<file path="src/pat_pkg.sv">
// constants shared by the auto-reload pwm timer and its capture channels
package pat_pkg;
    // ==========================================================
    // register indices; byte address is four times the index
    localparam logic [7:0] IDX_DUTY3   = 8'h73; // duty cycle ch3
    localparam logic [7:0] IDX_DUTY2   = 8'h74; // duty cycle ch2
    localparam logic [7:0] IDX_DUTY1   = 8'h75; // duty cycle ch1
    localparam logic [7:0] IDX_DUTY0   = 8'h76; // duty cycle ch0
    localparam logic [7:0] IDX_OCTL    = 8'h77; // output control
    localparam logic [7:0] IDX_CSR     = 8'h78; // timer control/status
    localparam logic [7:0] IDX_CAR     = 8'h79; // counter access
    localparam logic [7:0] IDX_ARR     = 8'h7a; // auto-reload value
    localparam logic [7:0] IDX_CCSR    = 8'h7b; // capture control/status
    localparam logic [7:0] IDX_CAPV1   = 8'h7c; // capture value ch1
    localparam logic [7:0] IDX_CAPV2   = 8'h7d; // capture value ch2

    // ==========================================================
    // timer control/status fields
    localparam int          CSR_EXTERNAL_CLOCK_SELECT   = 7;     // external clock select
    localparam int          CSR_CC_LO  = 4;     // prescale select low bit
    localparam int          CSR_TCE    = 3;     // counter run
    localparam int          CSR_FORCE_RELOAD   = 2;     // force reload, write-only
    localparam int          CSR_OIE    = 1;     // overflow irq enable
    localparam int          CSR_OVF    = 0;     // overflow flag

    // ==========================================================
    // output control and capture control fields
    localparam int          OCTL_OE_LO = 4;     // output enables [7:4]
    localparam int          CCSR_CS_LO = 4;     // edge selects [5:4]
    localparam int          CCSR_CIE_LO = 2;    // capture irq enables [3:2]

    // ==========================================================
    // widths, counts and reset values
    localparam int          NUM_PWM    = 4;     // pwm channels
    localparam int          NUM_CAP    = 2;     // capture channels
    localparam logic [7:0]  CNT_TOP    = 8'hff; // top count before reload
    localparam logic [7:0]  REG_RESET  = 8'h00; // every register resets here
    localparam logic [6:0]  PSC_RESET  = 7'h00; // cleared prescaler
    localparam logic [23:0] RD_PAD     = 24'h000000; // upper read lanes
endpackage : pat_pkg

</file>
<file path="src/pat_capture_chan.sv">
// one input capture channel: pin synchroniser, edge detect, value and flag
`timescale 1ns/1ns
`default_nettype none
module pat_capture_chan (
    input  wire logic       clk,        // cpu clock
    input  wire logic       rst_n,      // async reset, active low
    input  wire logic       cap_pin,    // raw capture pin
    input  wire logic       edge_rise,  // 1 rising, 0 falling
    input  wire logic [7:0] count,      // live counter value
    input  wire logic       flag_clr,   // value register read this cycle
    output logic            flag,       // capture flag
    output logic [7:0]      value       // captured count
);
    // ==========================================================
    // synchroniser and edge detector
    logic       sync_a;                 // first stage, read only by sync_b
    logic       sync_b;                 // second stage
    logic       sync_c;                 // delayed copy for edges
    logic       edge_hit;               // selected edge seen
    logic       next_flag;              // flag next value

    // two flops before any logic looks at the pin
    always_ff @(posedge clk or negedge rst_n) begin
        if (!rst_n) begin
            sync_a <= 1'b0;
            sync_b <= 1'b0;
            sync_c <= 1'b0;
        end else begin
            sync_a <= cap_pin;
            sync_b <= sync_a;
            sync_c <= sync_b;
        end
    end

    // one clean edge gives one event
    assign edge_hit  = edge_rise ? (sync_b & ~sync_c) : (~sync_b & sync_c);
    // a pending flag inhibits new transfers; clear wins, an edge in the clearing cycle is dropped
    assign next_flag = (edge_hit & ~flag) | (flag & ~flag_clr);

    // ==========================================================
    // value register, only hardware writes it
    always_ff @(posedge clk or negedge rst_n) begin
        if (!rst_n) begin
            flag  <= 1'b0;
            value <= pat_pkg::REG_RESET;
        end else begin
            flag <= next_flag;
            if (edge_hit && !flag) begin
                value <= count;
            end
        end
    end

    // a pending capture keeps value frozen until read
    chk_flag_holds: assert property (@(posedge clk) disable iff (!rst_n)
        (flag && !flag_clr) |=> (flag && $stable(value)))
        else $error("capture flag or value changed while pending");
    chk_capture_load: assert property (@(posedge clk) disable iff (!rst_n)
        (edge_hit && !flag) |=> (flag && value == $past(count)))
        else $error("capture did not latch the count");
endmodule : pat_capture_chan
`default_nettype wire

</file>
<file path="src/pat_timer.sv">
// 8-bit auto-reload pwm timer with four pwm outputs and two captures
// Overview of operation
// - force reload reads zero, reloads, clears prescaler
// - overflow irq only when enabled and flagged
// - overflow flag set on top rollover, read clears
// - counter access reads live count, writes overwrite
// - overflow loads auto-reload value into counter
// - overflow switches outputs to polarity start level
// - upper output control nibble enables each channel
// - high at or below compare, polarity inverts
// - polarity change inverts output at once
// - duty sets second edge, reload first edge
// - capture control top two bits read zero
// - edge select: zero falling, one rising
// - per-channel capture irq enable
// - capture sets flag, value read clears it
// - capture value read-only, holds captured count
// - reload value sets frequency and resolution
// - all registers reset to zero
// - prescaler divides by two to prescale select
// - run bit zero freezes counter and prescaler
// - external clock select picks prescaler source
// - compare shadows load from duty on overflow
`timescale 1ns/1ns
`default_nettype none
module pat_timer (
    input  wire logic        REF_CLK,     // cpu clock, 100 MHz
    input  wire logic        RST_N,       // async reset, active low
    input  wire logic [9:0]  ADDRESS,     // avalon byte address
    input  wire logic        READ,        // avalon read
    input  wire logic        WRITE,       // avalon write
    input  wire logic [3:0]  BYTEENABLE,  // avalon byte enables
    input  wire logic [31:0] WRITEDATA,   // avalon write data
    output logic [31:0]      READDATA,    // avalon read data
    output logic             WAITREQUEST, // avalon wait, low answers
    input  wire logic        EXT_CLK,     // external prescaler clock pin
    input  wire logic [1:0]  CAP_IN,      // capture pins ch2,ch1
    output logic [3:0]       PWM_OUT,     // pwm pin levels
    output logic [3:0]       PWM_OE,      // pwm pin drive enables
    output logic             OVF_IRQ,     // overflow interrupt request
    output logic [1:0]       CAP_IRQ      // capture interrupt requests
);
    // ==========================================================
    // register state
    logic [7:0] duty [0:3];               // duty cycle per channel
    logic [7:0] shadow [0:3];             // hidden compare per channel
    logic [7:0] octl;                     // output control
    logic       external_clock_select;                     // external clock select
    logic [2:0] cc;                       // prescale select
    logic       run;                      // counter run
    logic       overflow_irq_enable;                      // overflow irq enable
    logic       ovf;                      // overflow flag
    logic [7:0] arr;                      // auto-reload value
    logic [1:0] cs;                       // capture edge selects
    logic [1:0] cie;                      // capture irq enables
    logic [7:0] cnt;                      // counter
    logic [6:0] presc;                    // prescaler

    // ==========================================================
    // bus handshake and decode
    logic [7:0] addr_idx;                 // register index
    logic       req;                      // request present
    logic       fire;                     // request completes this edge
    logic       wr_fire;                  // write with low lane enabled
    logic       rd_fire;                  // read completes
    logic [7:0] wdata;                    // low write byte
    logic       hit_octl;                 // decode strobes
    logic       hit_csr;
    logic       hit_car;
    logic       hit_arr;
    logic       hit_ccsr;
    logic       hit_capv1;
    logic       hit_capv2;
    logic [7:0] rd_mux;                   // selected read byte

    assign addr_idx  = ADDRESS[9:2];
    assign req       = READ | WRITE;
    assign fire      = req & ~WAITREQUEST;
    assign wr_fire   = fire & WRITE & BYTEENABLE[0];
    assign rd_fire   = fire & READ;
    assign wdata     = WRITEDATA[7:0];
    assign hit_octl  = (addr_idx == pat_pkg::IDX_OCTL);
    assign hit_csr   = (addr_idx == pat_pkg::IDX_CSR);
    assign hit_car   = (addr_idx == pat_pkg::IDX_CAR);
    assign hit_arr   = (addr_idx == pat_pkg::IDX_ARR);
    assign hit_ccsr  = (addr_idx == pat_pkg::IDX_CCSR);
    assign hit_capv1 = (addr_idx == pat_pkg::IDX_CAPV1);
    assign hit_capv2 = (addr_idx == pat_pkg::IDX_CAPV2);

    // ==========================================================
    // capture channels
    logic [1:0] cap_flag;                 // capture flags ch2,ch1
    logic [7:0] cap_val [0:1];            // captured counts
    logic [1:0] cap_clr;                  // value register reads

    assign cap_clr = {rd_fire & hit_capv2, rd_fire & hit_capv1};

    pat_capture_chan u_cap1 (
        .clk       (REF_CLK),
        .rst_n     (RST_N),
        .cap_pin   (CAP_IN[0]),
        .edge_rise (cs[0]),
        .count     (cnt),
        .flag_clr  (cap_clr[0]),
        .flag      (cap_flag[0]),
        .value     (cap_val[0])
    );

    pat_capture_chan u_cap2 (
        .clk       (REF_CLK),
        .rst_n     (RST_N),
        .cap_pin   (CAP_IN[1]),
        .edge_rise (cs[1]),
        .count     (cnt),
        .flag_clr  (cap_clr[1]),
        .flag      (cap_flag[1]),
        .value     (cap_val[1])
    );

    // ==========================================================
    // read multiplexer
    always_comb begin
        rd_mux = pat_pkg::REG_RESET; // unmapped reads as zero
        if (addr_idx == pat_pkg::IDX_DUTY3) begin
            rd_mux = duty[3];
        end else if (addr_idx == pat_pkg::IDX_DUTY2) begin
            rd_mux = duty[2];
        end else if (addr_idx == pat_pkg::IDX_DUTY1) begin
            rd_mux = duty[1];
        end else if (addr_idx == pat_pkg::IDX_DUTY0) begin
            rd_mux = duty[0];
        end else if (hit_octl) begin
            rd_mux = octl;
        end else if (hit_csr) begin
            rd_mux = {external_clock_select, cc, run, 1'b0, overflow_irq_enable, ovf};
        end else if (hit_car) begin
            rd_mux = cnt;
        end else if (hit_arr) begin
            rd_mux = arr;
        end else if (hit_ccsr) begin
            rd_mux = {2'b00, cs, cie, cap_flag};
        end else if (hit_capv1) begin
            rd_mux = cap_val[0];
        end else if (hit_capv2) begin
            rd_mux = cap_val[1];
        end
    end

    // one wait cycle per request, data loaded with the answer
    always_ff @(posedge REF_CLK or negedge RST_N) begin
        if (!RST_N) begin
            WAITREQUEST <= 1'b1;
            READDATA    <= 32'h00000000;
        end else begin
            WAITREQUEST <= ~(req & WAITREQUEST);
            if (req && WAITREQUEST) begin
                READDATA <= {pat_pkg::RD_PAD, rd_mux};
            end
        end
    end

    // ==========================================================
    // clock source: external pin synchronised, rising edge counted
    logic ext_a;                          // first stage, read only by ext_b
    logic ext_b;                          // second stage
    logic ext_c;                          // delayed copy
    logic src_tick;                       // prescaler input pulse
    logic [6:0] psc_mask;                 // prescale tap mask
    logic cnt_tick;                       // counter advance

    always_ff @(posedge REF_CLK or negedge RST_N) begin
        if (!RST_N) begin
            ext_a <= 1'b0;
            ext_b <= 1'b0;
            ext_c <= 1'b0;
        end else begin
            ext_a <= EXT_CLK;
            ext_b <= ext_a;
            ext_c <= ext_b;
        end
    end

    assign src_tick = external_clock_select ? (ext_b & ~ext_c) : 1'b1;
    assign psc_mask = 7'((8'h01 << cc) - 8'h01);
    assign cnt_tick = run & src_tick & ((presc & psc_mask) == psc_mask);

    // ==========================================================
    // counter, prescaler and overflow
    logic       wr_car;                   // counter access write
    logic       wr_force;                 // force reload write
    logic       ovf_evt;                  // rollover from top
    logic       ovf_clr;                  // flag read as set
    logic [7:0] next_cnt;                 // counter next value
    logic [6:0] next_presc;               // prescaler next value

    assign wr_car   = wr_fire & hit_car;
    assign wr_force = wr_fire & hit_csr & wdata[pat_pkg::CSR_FORCE_RELOAD];
    assign ovf_evt  = cnt_tick & (cnt == pat_pkg::CNT_TOP) & ~wr_car & ~wr_force;
    assign ovf_clr  = rd_fire & hit_csr & READDATA[pat_pkg::CSR_OVF];

    // write wins over reload, reload over counting
    always_comb begin
        next_cnt   = cnt;
        next_presc = presc;
        if (wr_car) begin
            next_cnt   = wdata;
            next_presc = pat_pkg::PSC_RESET;
        end else if (wr_force) begin
            next_cnt   = arr;
            next_presc = pat_pkg::PSC_RESET;
        end else if (run && src_tick) begin
            next_presc = 7'(presc + 7'h01);
            if (ovf_evt) begin
                next_cnt = arr;
            end else if (cnt_tick) begin
                next_cnt = 8'(cnt + 8'h01);
            end
        end
    end

    always_ff @(posedge REF_CLK or negedge RST_N) begin
        if (!RST_N) begin
            cnt   <= pat_pkg::REG_RESET;
            presc <= pat_pkg::PSC_RESET;
            ovf   <= 1'b0;
        end else begin
            cnt   <= next_cnt;
            presc <= next_presc;
            ovf   <= ovf_evt | (ovf & ~ovf_clr);
        end
    end

    // ==========================================================
    // software-written registers
    always_ff @(posedge REF_CLK or negedge RST_N) begin
        if (!RST_N) begin
            for (int i = 0; i < pat_pkg::NUM_PWM; i++) begin
                duty[i] <= pat_pkg::REG_RESET;
            end
            octl <= pat_pkg::REG_RESET;
            external_clock_select <= 1'b0;
            cc   <= 3'h0;
            run  <= 1'b0;
            overflow_irq_enable  <= 1'b0;
            arr  <= pat_pkg::REG_RESET;
            cs   <= 2'h0;
            cie  <= 2'h0;
        end else if (wr_fire) begin
            for (int i = 0; i < pat_pkg::NUM_PWM; i++) begin
                if (addr_idx == 8'(pat_pkg::IDX_DUTY0 - 8'(i))) begin
                    duty[i] <= wdata;
                end
            end
            if (hit_octl) begin
                octl <= wdata;
            end
            if (hit_csr) begin
                external_clock_select <= wdata[pat_pkg::CSR_EXTERNAL_CLOCK_SELECT];
                cc   <= wdata[pat_pkg::CSR_CC_LO +: 3];
                run  <= wdata[pat_pkg::CSR_TCE];
                overflow_irq_enable  <= wdata[pat_pkg::CSR_OIE];
            end
            if (hit_arr) begin
                arr <= wdata;
            end
            if (hit_ccsr) begin
                cs  <= wdata[pat_pkg::CCSR_CS_LO +: 2];
                cie <= wdata[pat_pkg::CCSR_CIE_LO +: 2];
            end
        end
    end

    // ==========================================================
    // compare shadows and pwm pins
    logic [3:0] next_pwm;                 // pin level before the flop

    always_comb begin
        for (int i = 0; i < pat_pkg::NUM_PWM; i++) begin
            // reload value is first edge, compare is second
            next_pwm[i] = octl[pat_pkg::OCTL_OE_LO + i]
                        & ((cnt <= shadow[i]) ^ octl[i]);
        end
    end

    always_ff @(posedge REF_CLK or negedge RST_N) begin
        if (!RST_N) begin
            for (int i = 0; i < pat_pkg::NUM_PWM; i++) begin
                shadow[i] <= pat_pkg::REG_RESET;
            end
        end else if (ovf_evt) begin
            for (int i = 0; i < pat_pkg::NUM_PWM; i++) begin
                shadow[i] <= duty[i];
            end
        end
    end

    // outputs and interrupt requests, all registered
    always_ff @(posedge REF_CLK or negedge RST_N) begin
        if (!RST_N) begin
            PWM_OUT <= 4'h0;
            PWM_OE  <= 4'h0;
            OVF_IRQ <= 1'b0;
            CAP_IRQ <= 2'h0;
        end else begin
            PWM_OUT <= next_pwm;
            PWM_OE  <= octl[pat_pkg::OCTL_OE_LO +: 4];
            OVF_IRQ <= overflow_irq_enable & ovf;
            CAP_IRQ <= cie & cap_flag;
        end
    end

    // ==========================================================
    // checks
    chk_force_reads_zero: assert property (@(posedge REF_CLK) disable iff (!RST_N)
        (rd_fire && hit_csr) |-> (READDATA[pat_pkg::CSR_FORCE_RELOAD] == 1'b0))
        else $error("force reload bit read back as one");
    chk_ovf_irq_gate: assert property (@(posedge REF_CLK) disable iff (!RST_N)
        ##1 (OVF_IRQ == ($past(overflow_irq_enable) && $past(ovf))))
        else $error("overflow request does not follow enable and flag");
    chk_ovf_set: assert property (@(posedge REF_CLK) disable iff (!RST_N)
        ovf_evt |=> ovf)
        else $error("overflow flag lost");
    chk_car_write: assert property (@(posedge REF_CLK) disable iff (!RST_N)
        wr_car |=> (cnt == $past(wdata) && presc == pat_pkg::PSC_RESET))
        else $error("counter write not applied");
    chk_reload_value: assert property (@(posedge REF_CLK) disable iff (!RST_N)
        ovf_evt |=> (cnt == $past(arr)))
        else $error("overflow did not reload counter");
    chk_shadow_load: assert property (@(posedge REF_CLK) disable iff (!RST_N)
        ovf_evt |=> (shadow[0] == $past(duty[0]) && shadow[3] == $past(duty[3])))
        else $error("compare shadow not loaded on overflow");
    chk_run_freeze: assert property (@(posedge REF_CLK) disable iff (!RST_N)
        (!run && !wr_car && !wr_force) |=> ($stable(cnt) && $stable(presc)))
        else $error("counter moved while stopped");
    chk_pwm_polarity: assert property (@(posedge REF_CLK) disable iff (!RST_N)
        (octl[pat_pkg::OCTL_OE_LO] && !octl[0] && cnt <= shadow[0]) |=> PWM_OUT[0])
        else $error("channel 0 low at or below compare");
    chk_ccsr_reserved: assert property (@(posedge REF_CLK) disable iff (!RST_N)
        (rd_fire && hit_ccsr) |-> (READDATA[7:6] == 2'b00))
        else $error("reserved capture control bits nonzero");
endmodule : pat_timer
`default_nettype wire

</file>
<file path="config.mk">
export PLATFORM = sky130hd
export DESIGN_NAME = pat_timer
export DESIGN_NICKNAME = d
export VERILOG_FILES = /design/src/pat_pkg.sv /design/src/pat_capture_chan.sv /design/src/pat_timer.sv
export SDC_FILE = /design/constraint.sdc
export NUM_CORES = 1
export LEC_CHECK = 0
export BUFFER_PORTS_ARGS = -buffer_cell sky130_fd_sc_hd__buf_2
export CORE_ASPECT_RATIO = 1.25
export CORE_MARGIN = 3
export CORE_UTILIZATION = 40
export DETAILED_ROUTE_END_ITERATION = 12
export PLACE_DENSITY = 0.62
export SYNTH_ARGS = -nofsm -noshare
export SYNTH_HDL_FRONTEND = slang
export SYNTH_SLANG_ARGS = --single-unit
</file>
<file path="constraint.sdc">
create_clock -name REF_CLK -period 6.45 [get_ports REF_CLK]
set_input_delay 0 -clock REF_CLK [delete_from_list [all_inputs] [get_ports REF_CLK]]
set_output_delay 0 -clock REF_CLK [all_outputs]
set_load 0.005 [all_outputs]
</file>
==> out/metrics.csv <==
stage;metric;value;unit
power_and_ir_drop;power.share.clock;39.3;%
placement;dp_hpwl;14100;um
floorplanning;core_area;0.0195;mm^2
clock_tree;clockBufferDepth;2;
timing;max_slew.worst_pin.slew;906;ps
placement;gp_congestion;0.859;
min_path;hold_end;duty[17];
min_path;min_path_cells;2;
floorplanning;die_height;164;um
timing;fmax;326;MHz
clock_tree;cts.sinks;153;
critical_path;crit_fanout;63;
detailed_routing;dr.pass1.iters;5;
critical_path;timing.rr.start;cnt[1];
clock_tree;cts_buffers;17;
timing;slew_headroom;39.1;%
floorplanning;rows;57;
placement;place_inst;1026;
detailed_routing;totalWireLength;20500;um
clock_tree;clkLatencyLatePin;430;ps
global_route;grt_pass1_vias;5540;
critical_path;critPathMaxStageDelay;740;ps
synth;synth_enable_flop_cells;0;
global_route;overflow;0;
floorplanning;die_w;132;um
synth;synthTopCellsByCount;dfrtp_1, mux2_2, nand2_1;
floorplanning;die_area;0.0217;mm^2
synth;synth_top_area_share;47.6;%
clock_tree;clock-root-buffer;clkbuf_16;
synth;syn-instance-count;746;
synth;yosysMostFrequentCell;dfrtp_1;
critical_path;cp_cell_sequence;ha_1 -> and4_1 -> nand4_1 -> inv_1 -> nand4_4 -> nor2_8 -> mux2_2;
clock_tree;clk_pin_slew;60;ps
timing;setup_viol;0;
cells_and_area;multi_input_area;0.00378;mm^2
detailed_routing;drt_first_iter_violations;411;
synth;synthArstFlopShare;100;%
synth;ys.warnings.count;0;
critical_path;r2r_cells;7;
power_and_ir_drop;p_int;0.00200;W
cells_and_area;final_nets;878;
timing;fin_crit;3070;ps
clock_tree;tritoncts;yes;
cells_and_area;fill_cells;1852;
power_and_ir_drop;power_frac_seq;41.9;%
detailed_routing;final_antenna_net_count;0;
synth;avgSynthCellArea;10.7;um^2
placement;place_ws;3470;ps
power_and_ir_drop;total_power;0.00279;W
critical_path;cp_slowest_cell;dfrtp_1;
power_and_ir_drop;power.density;307;mW/mm^2
timing;tns;0;ps
synth;ys_seq_area_share;47.9;%
cells_and_area;layout-drive-gt1-share;21.8;%
global_route;track_usage;19.3;%
critical_path;r2r_slack;3380;ps
detailed_routing;drcViolationCount;0;
cells_and_area;antenna_cells;0;
detailed_routing;via_per_inst;5.43;
global_route;antenna_found_initial;0;
global_route;grt_max_degree;99;
critical_path;worst_setup_path_start_kind;register;
timing;fin_skew;7.01;ps
detailed_routing;vias;5805;
power_and_ir_drop;power.leakage;4.15;nW
min_path;min_from;WRITEDATA[1];
cells_and_area;syn2layout_area_growth;13.6;%
min_path;hold_class;input port to register;
cells_and_area;fin_cells;1069;
cells_and_area;regArea;0.00383;mm^2
synth;ys_types;69;
critical_path;r2r_end;shadow[8];
power_and_ir_drop;comb_power_share;18.8;%
global_route;grt_first_pass_wirelength;32000;um
power_and_ir_drop;switching_power;0.000790;W
timing;maxSlewViolCount;0;
floorplanning;ioPinCount;97;
synth;yosysTopAreaCell;dfrtp_1;
floorplanning;initial_utilization;40.9;%
power_and_ir_drop;swShare;28.4;%
critical_path;cp.required;6770;ps
timing;timing.final.ws_setup;3380;ps
synth;synth_area_leaders;dfrtp_1, mux2_2, ha_1, o21ai_0, nand2_1;
synth;dominantRegCellSynth;dfrtp_1;
critical_path;crit_arrival;3390;ps
timing;finalCritPeriodShare;47.6;%
critical_path;cp-end-kind;register;
run_status;status;finished clean;
critical_path;critical_path_class;register to register;
synth;netlist_area;0.00799;mm^2
clock_tree;cts_max_level;4;
power_and_ir_drop;peakVddDrop;0.000231;V
synth;synth_seq_cells;153;
flow_run;drv_cap;0;
timing;rsz0062_at_grt;false;
placement;io_buffers;43;
detailed_routing;wire_per_inst;19.2;um
timing;finalHoldViolCount;0;
## power groups by stage
stage / sequential (W) / clock (W) / combinational, W
after floorplan: 0.00113 / 0 / 0.000401
after detailed placement: 0.00118 / 0 / 0.000518
after CTS: 0.00117 / 0.00111 / 0.000527
after global placement: 0.00118 / 0 / 0.000509
after global routing: 0.00118 / 0.00116 / 0.000593
final: 0.00117 / 0.00110 / 0.000523
## cell families (layout without fill, tap and decap cells)
kind of cell               after synthesis  in the layout  synth area share [%]
AOI/OAI and AO/OA                      175            175                  14.3
xor gates and xnor gates                15             15                  1.64
adders and majority gates               34             34                  5.32
buffers and inverters                   89            124                  5.89
DFF                                    153            153                  47.9
muxes                                   88             88                  12.5
other                                    1             24                0.0469
and+or+nand+nor                        191            191                  12.3
## worst max-delay path by stage
| stage | start | end | cells after the start |
|---|---|---|---|
| floorplan | cnt[1] | shadow[0] | 8 |
| global placement | cnt[1] | shadow[8] | 7 |
| detailed placement | cnt[1] | shadow[8] | 7 |
| CTS | cnt[1] | shadow[8] | 7 |
| global route | cnt[1] | shadow[8] | 7 |
| finish | cnt[1] | shadow[8] | 7 |
## critical path: cells and delay by family, from the launching register on
| kind | cells | cell delay, ps |
|---|---|---|
| multiplexers | 1 | 410 |
| AND/OR/NAND/NOR | 4 | 1270 |
| buffers and inverters | 1 | 170 |
| adder cells (fa/ha/maj) | 1 | 320 |
| flip-flops | 1 | 740 |
## cell type report
cell class,instances,area share (%)
Clock buffer,22,5.44
Inverter,36,1.49
Tap cell,265,3.65
Clock inverter,10,1.81
Multi-Input combinational cell,527,41.6
Sequential cell,153,42.2
Timing Repair Buffer,56,3.82
## layout by cell type, fill, tap and decap left out, types with 6 or more instances in the layout
cell	instances
nand2_1	66
mux2_2	78
xor2_1	6
buf_2	42
nand3_1	18
a21o_1	8
dlygate4sd3_1	11
dfrtp_1	152
and2_1	10
ha_1	34
clkbuf_16	17
nor2_1	40
conb_1	24
nor2b_1	14
a22oi_1	6
xnor2_1	9
nor3_1	12
mux2i_1	7
o21a_1	11
nand4_1	6
a21oi_1	32
inv_1	35
o22ai_1	9
a221oi_1	7
a31oi_1	13
o21ai_0	54
## registers in the layout, indices dropped and copies added (netlist names), 2 cells and up
signal / flops
duty: 32
shadow: 32
READDATA: 8
arr: 8
cnt: 8
octl: 8
u_cap1.value: 8
u_cap2.value: 8
presc: 7
PWM_OE: 4
PWM_OUT: 4
cc: 3
CAP_IRQ: 2
cie: 2
cs: 2
## timing repair
item | 4_1_cts | 5_1_grt
hold endpoints to repair | 118 | 0
buffers inserted | 0 | 0
gates resized for setup | 0 | 0
hold buffers | 11 | 0
## per-stage QoR
| stage | hold slack, ps | area [um^2] | utilization [%] |
|---|---|---|---|
| floorplan | -296 | 8080 | - |
| global placement | 109 | 8310 | 42.5 |
| detailed placement | 110 | 8310 | 42.5 |
| CTS | 14.2 | 9080 | 46.5 |
| global route | 32.6 | 9080 | 46.5 |
| finish | 55.7 | 9080 | 46.5 |
## layer usage
layer	global-route usage, %	wire (um)	vias up
li1	-	-	2721
met1	25.7	8960	2859
met2	32.0	9980	187
met3	3.28	1010	38
met4	7.18	557	0
met5	0	0	-
No activity file was read; power rests on OpenSTA's default activity.
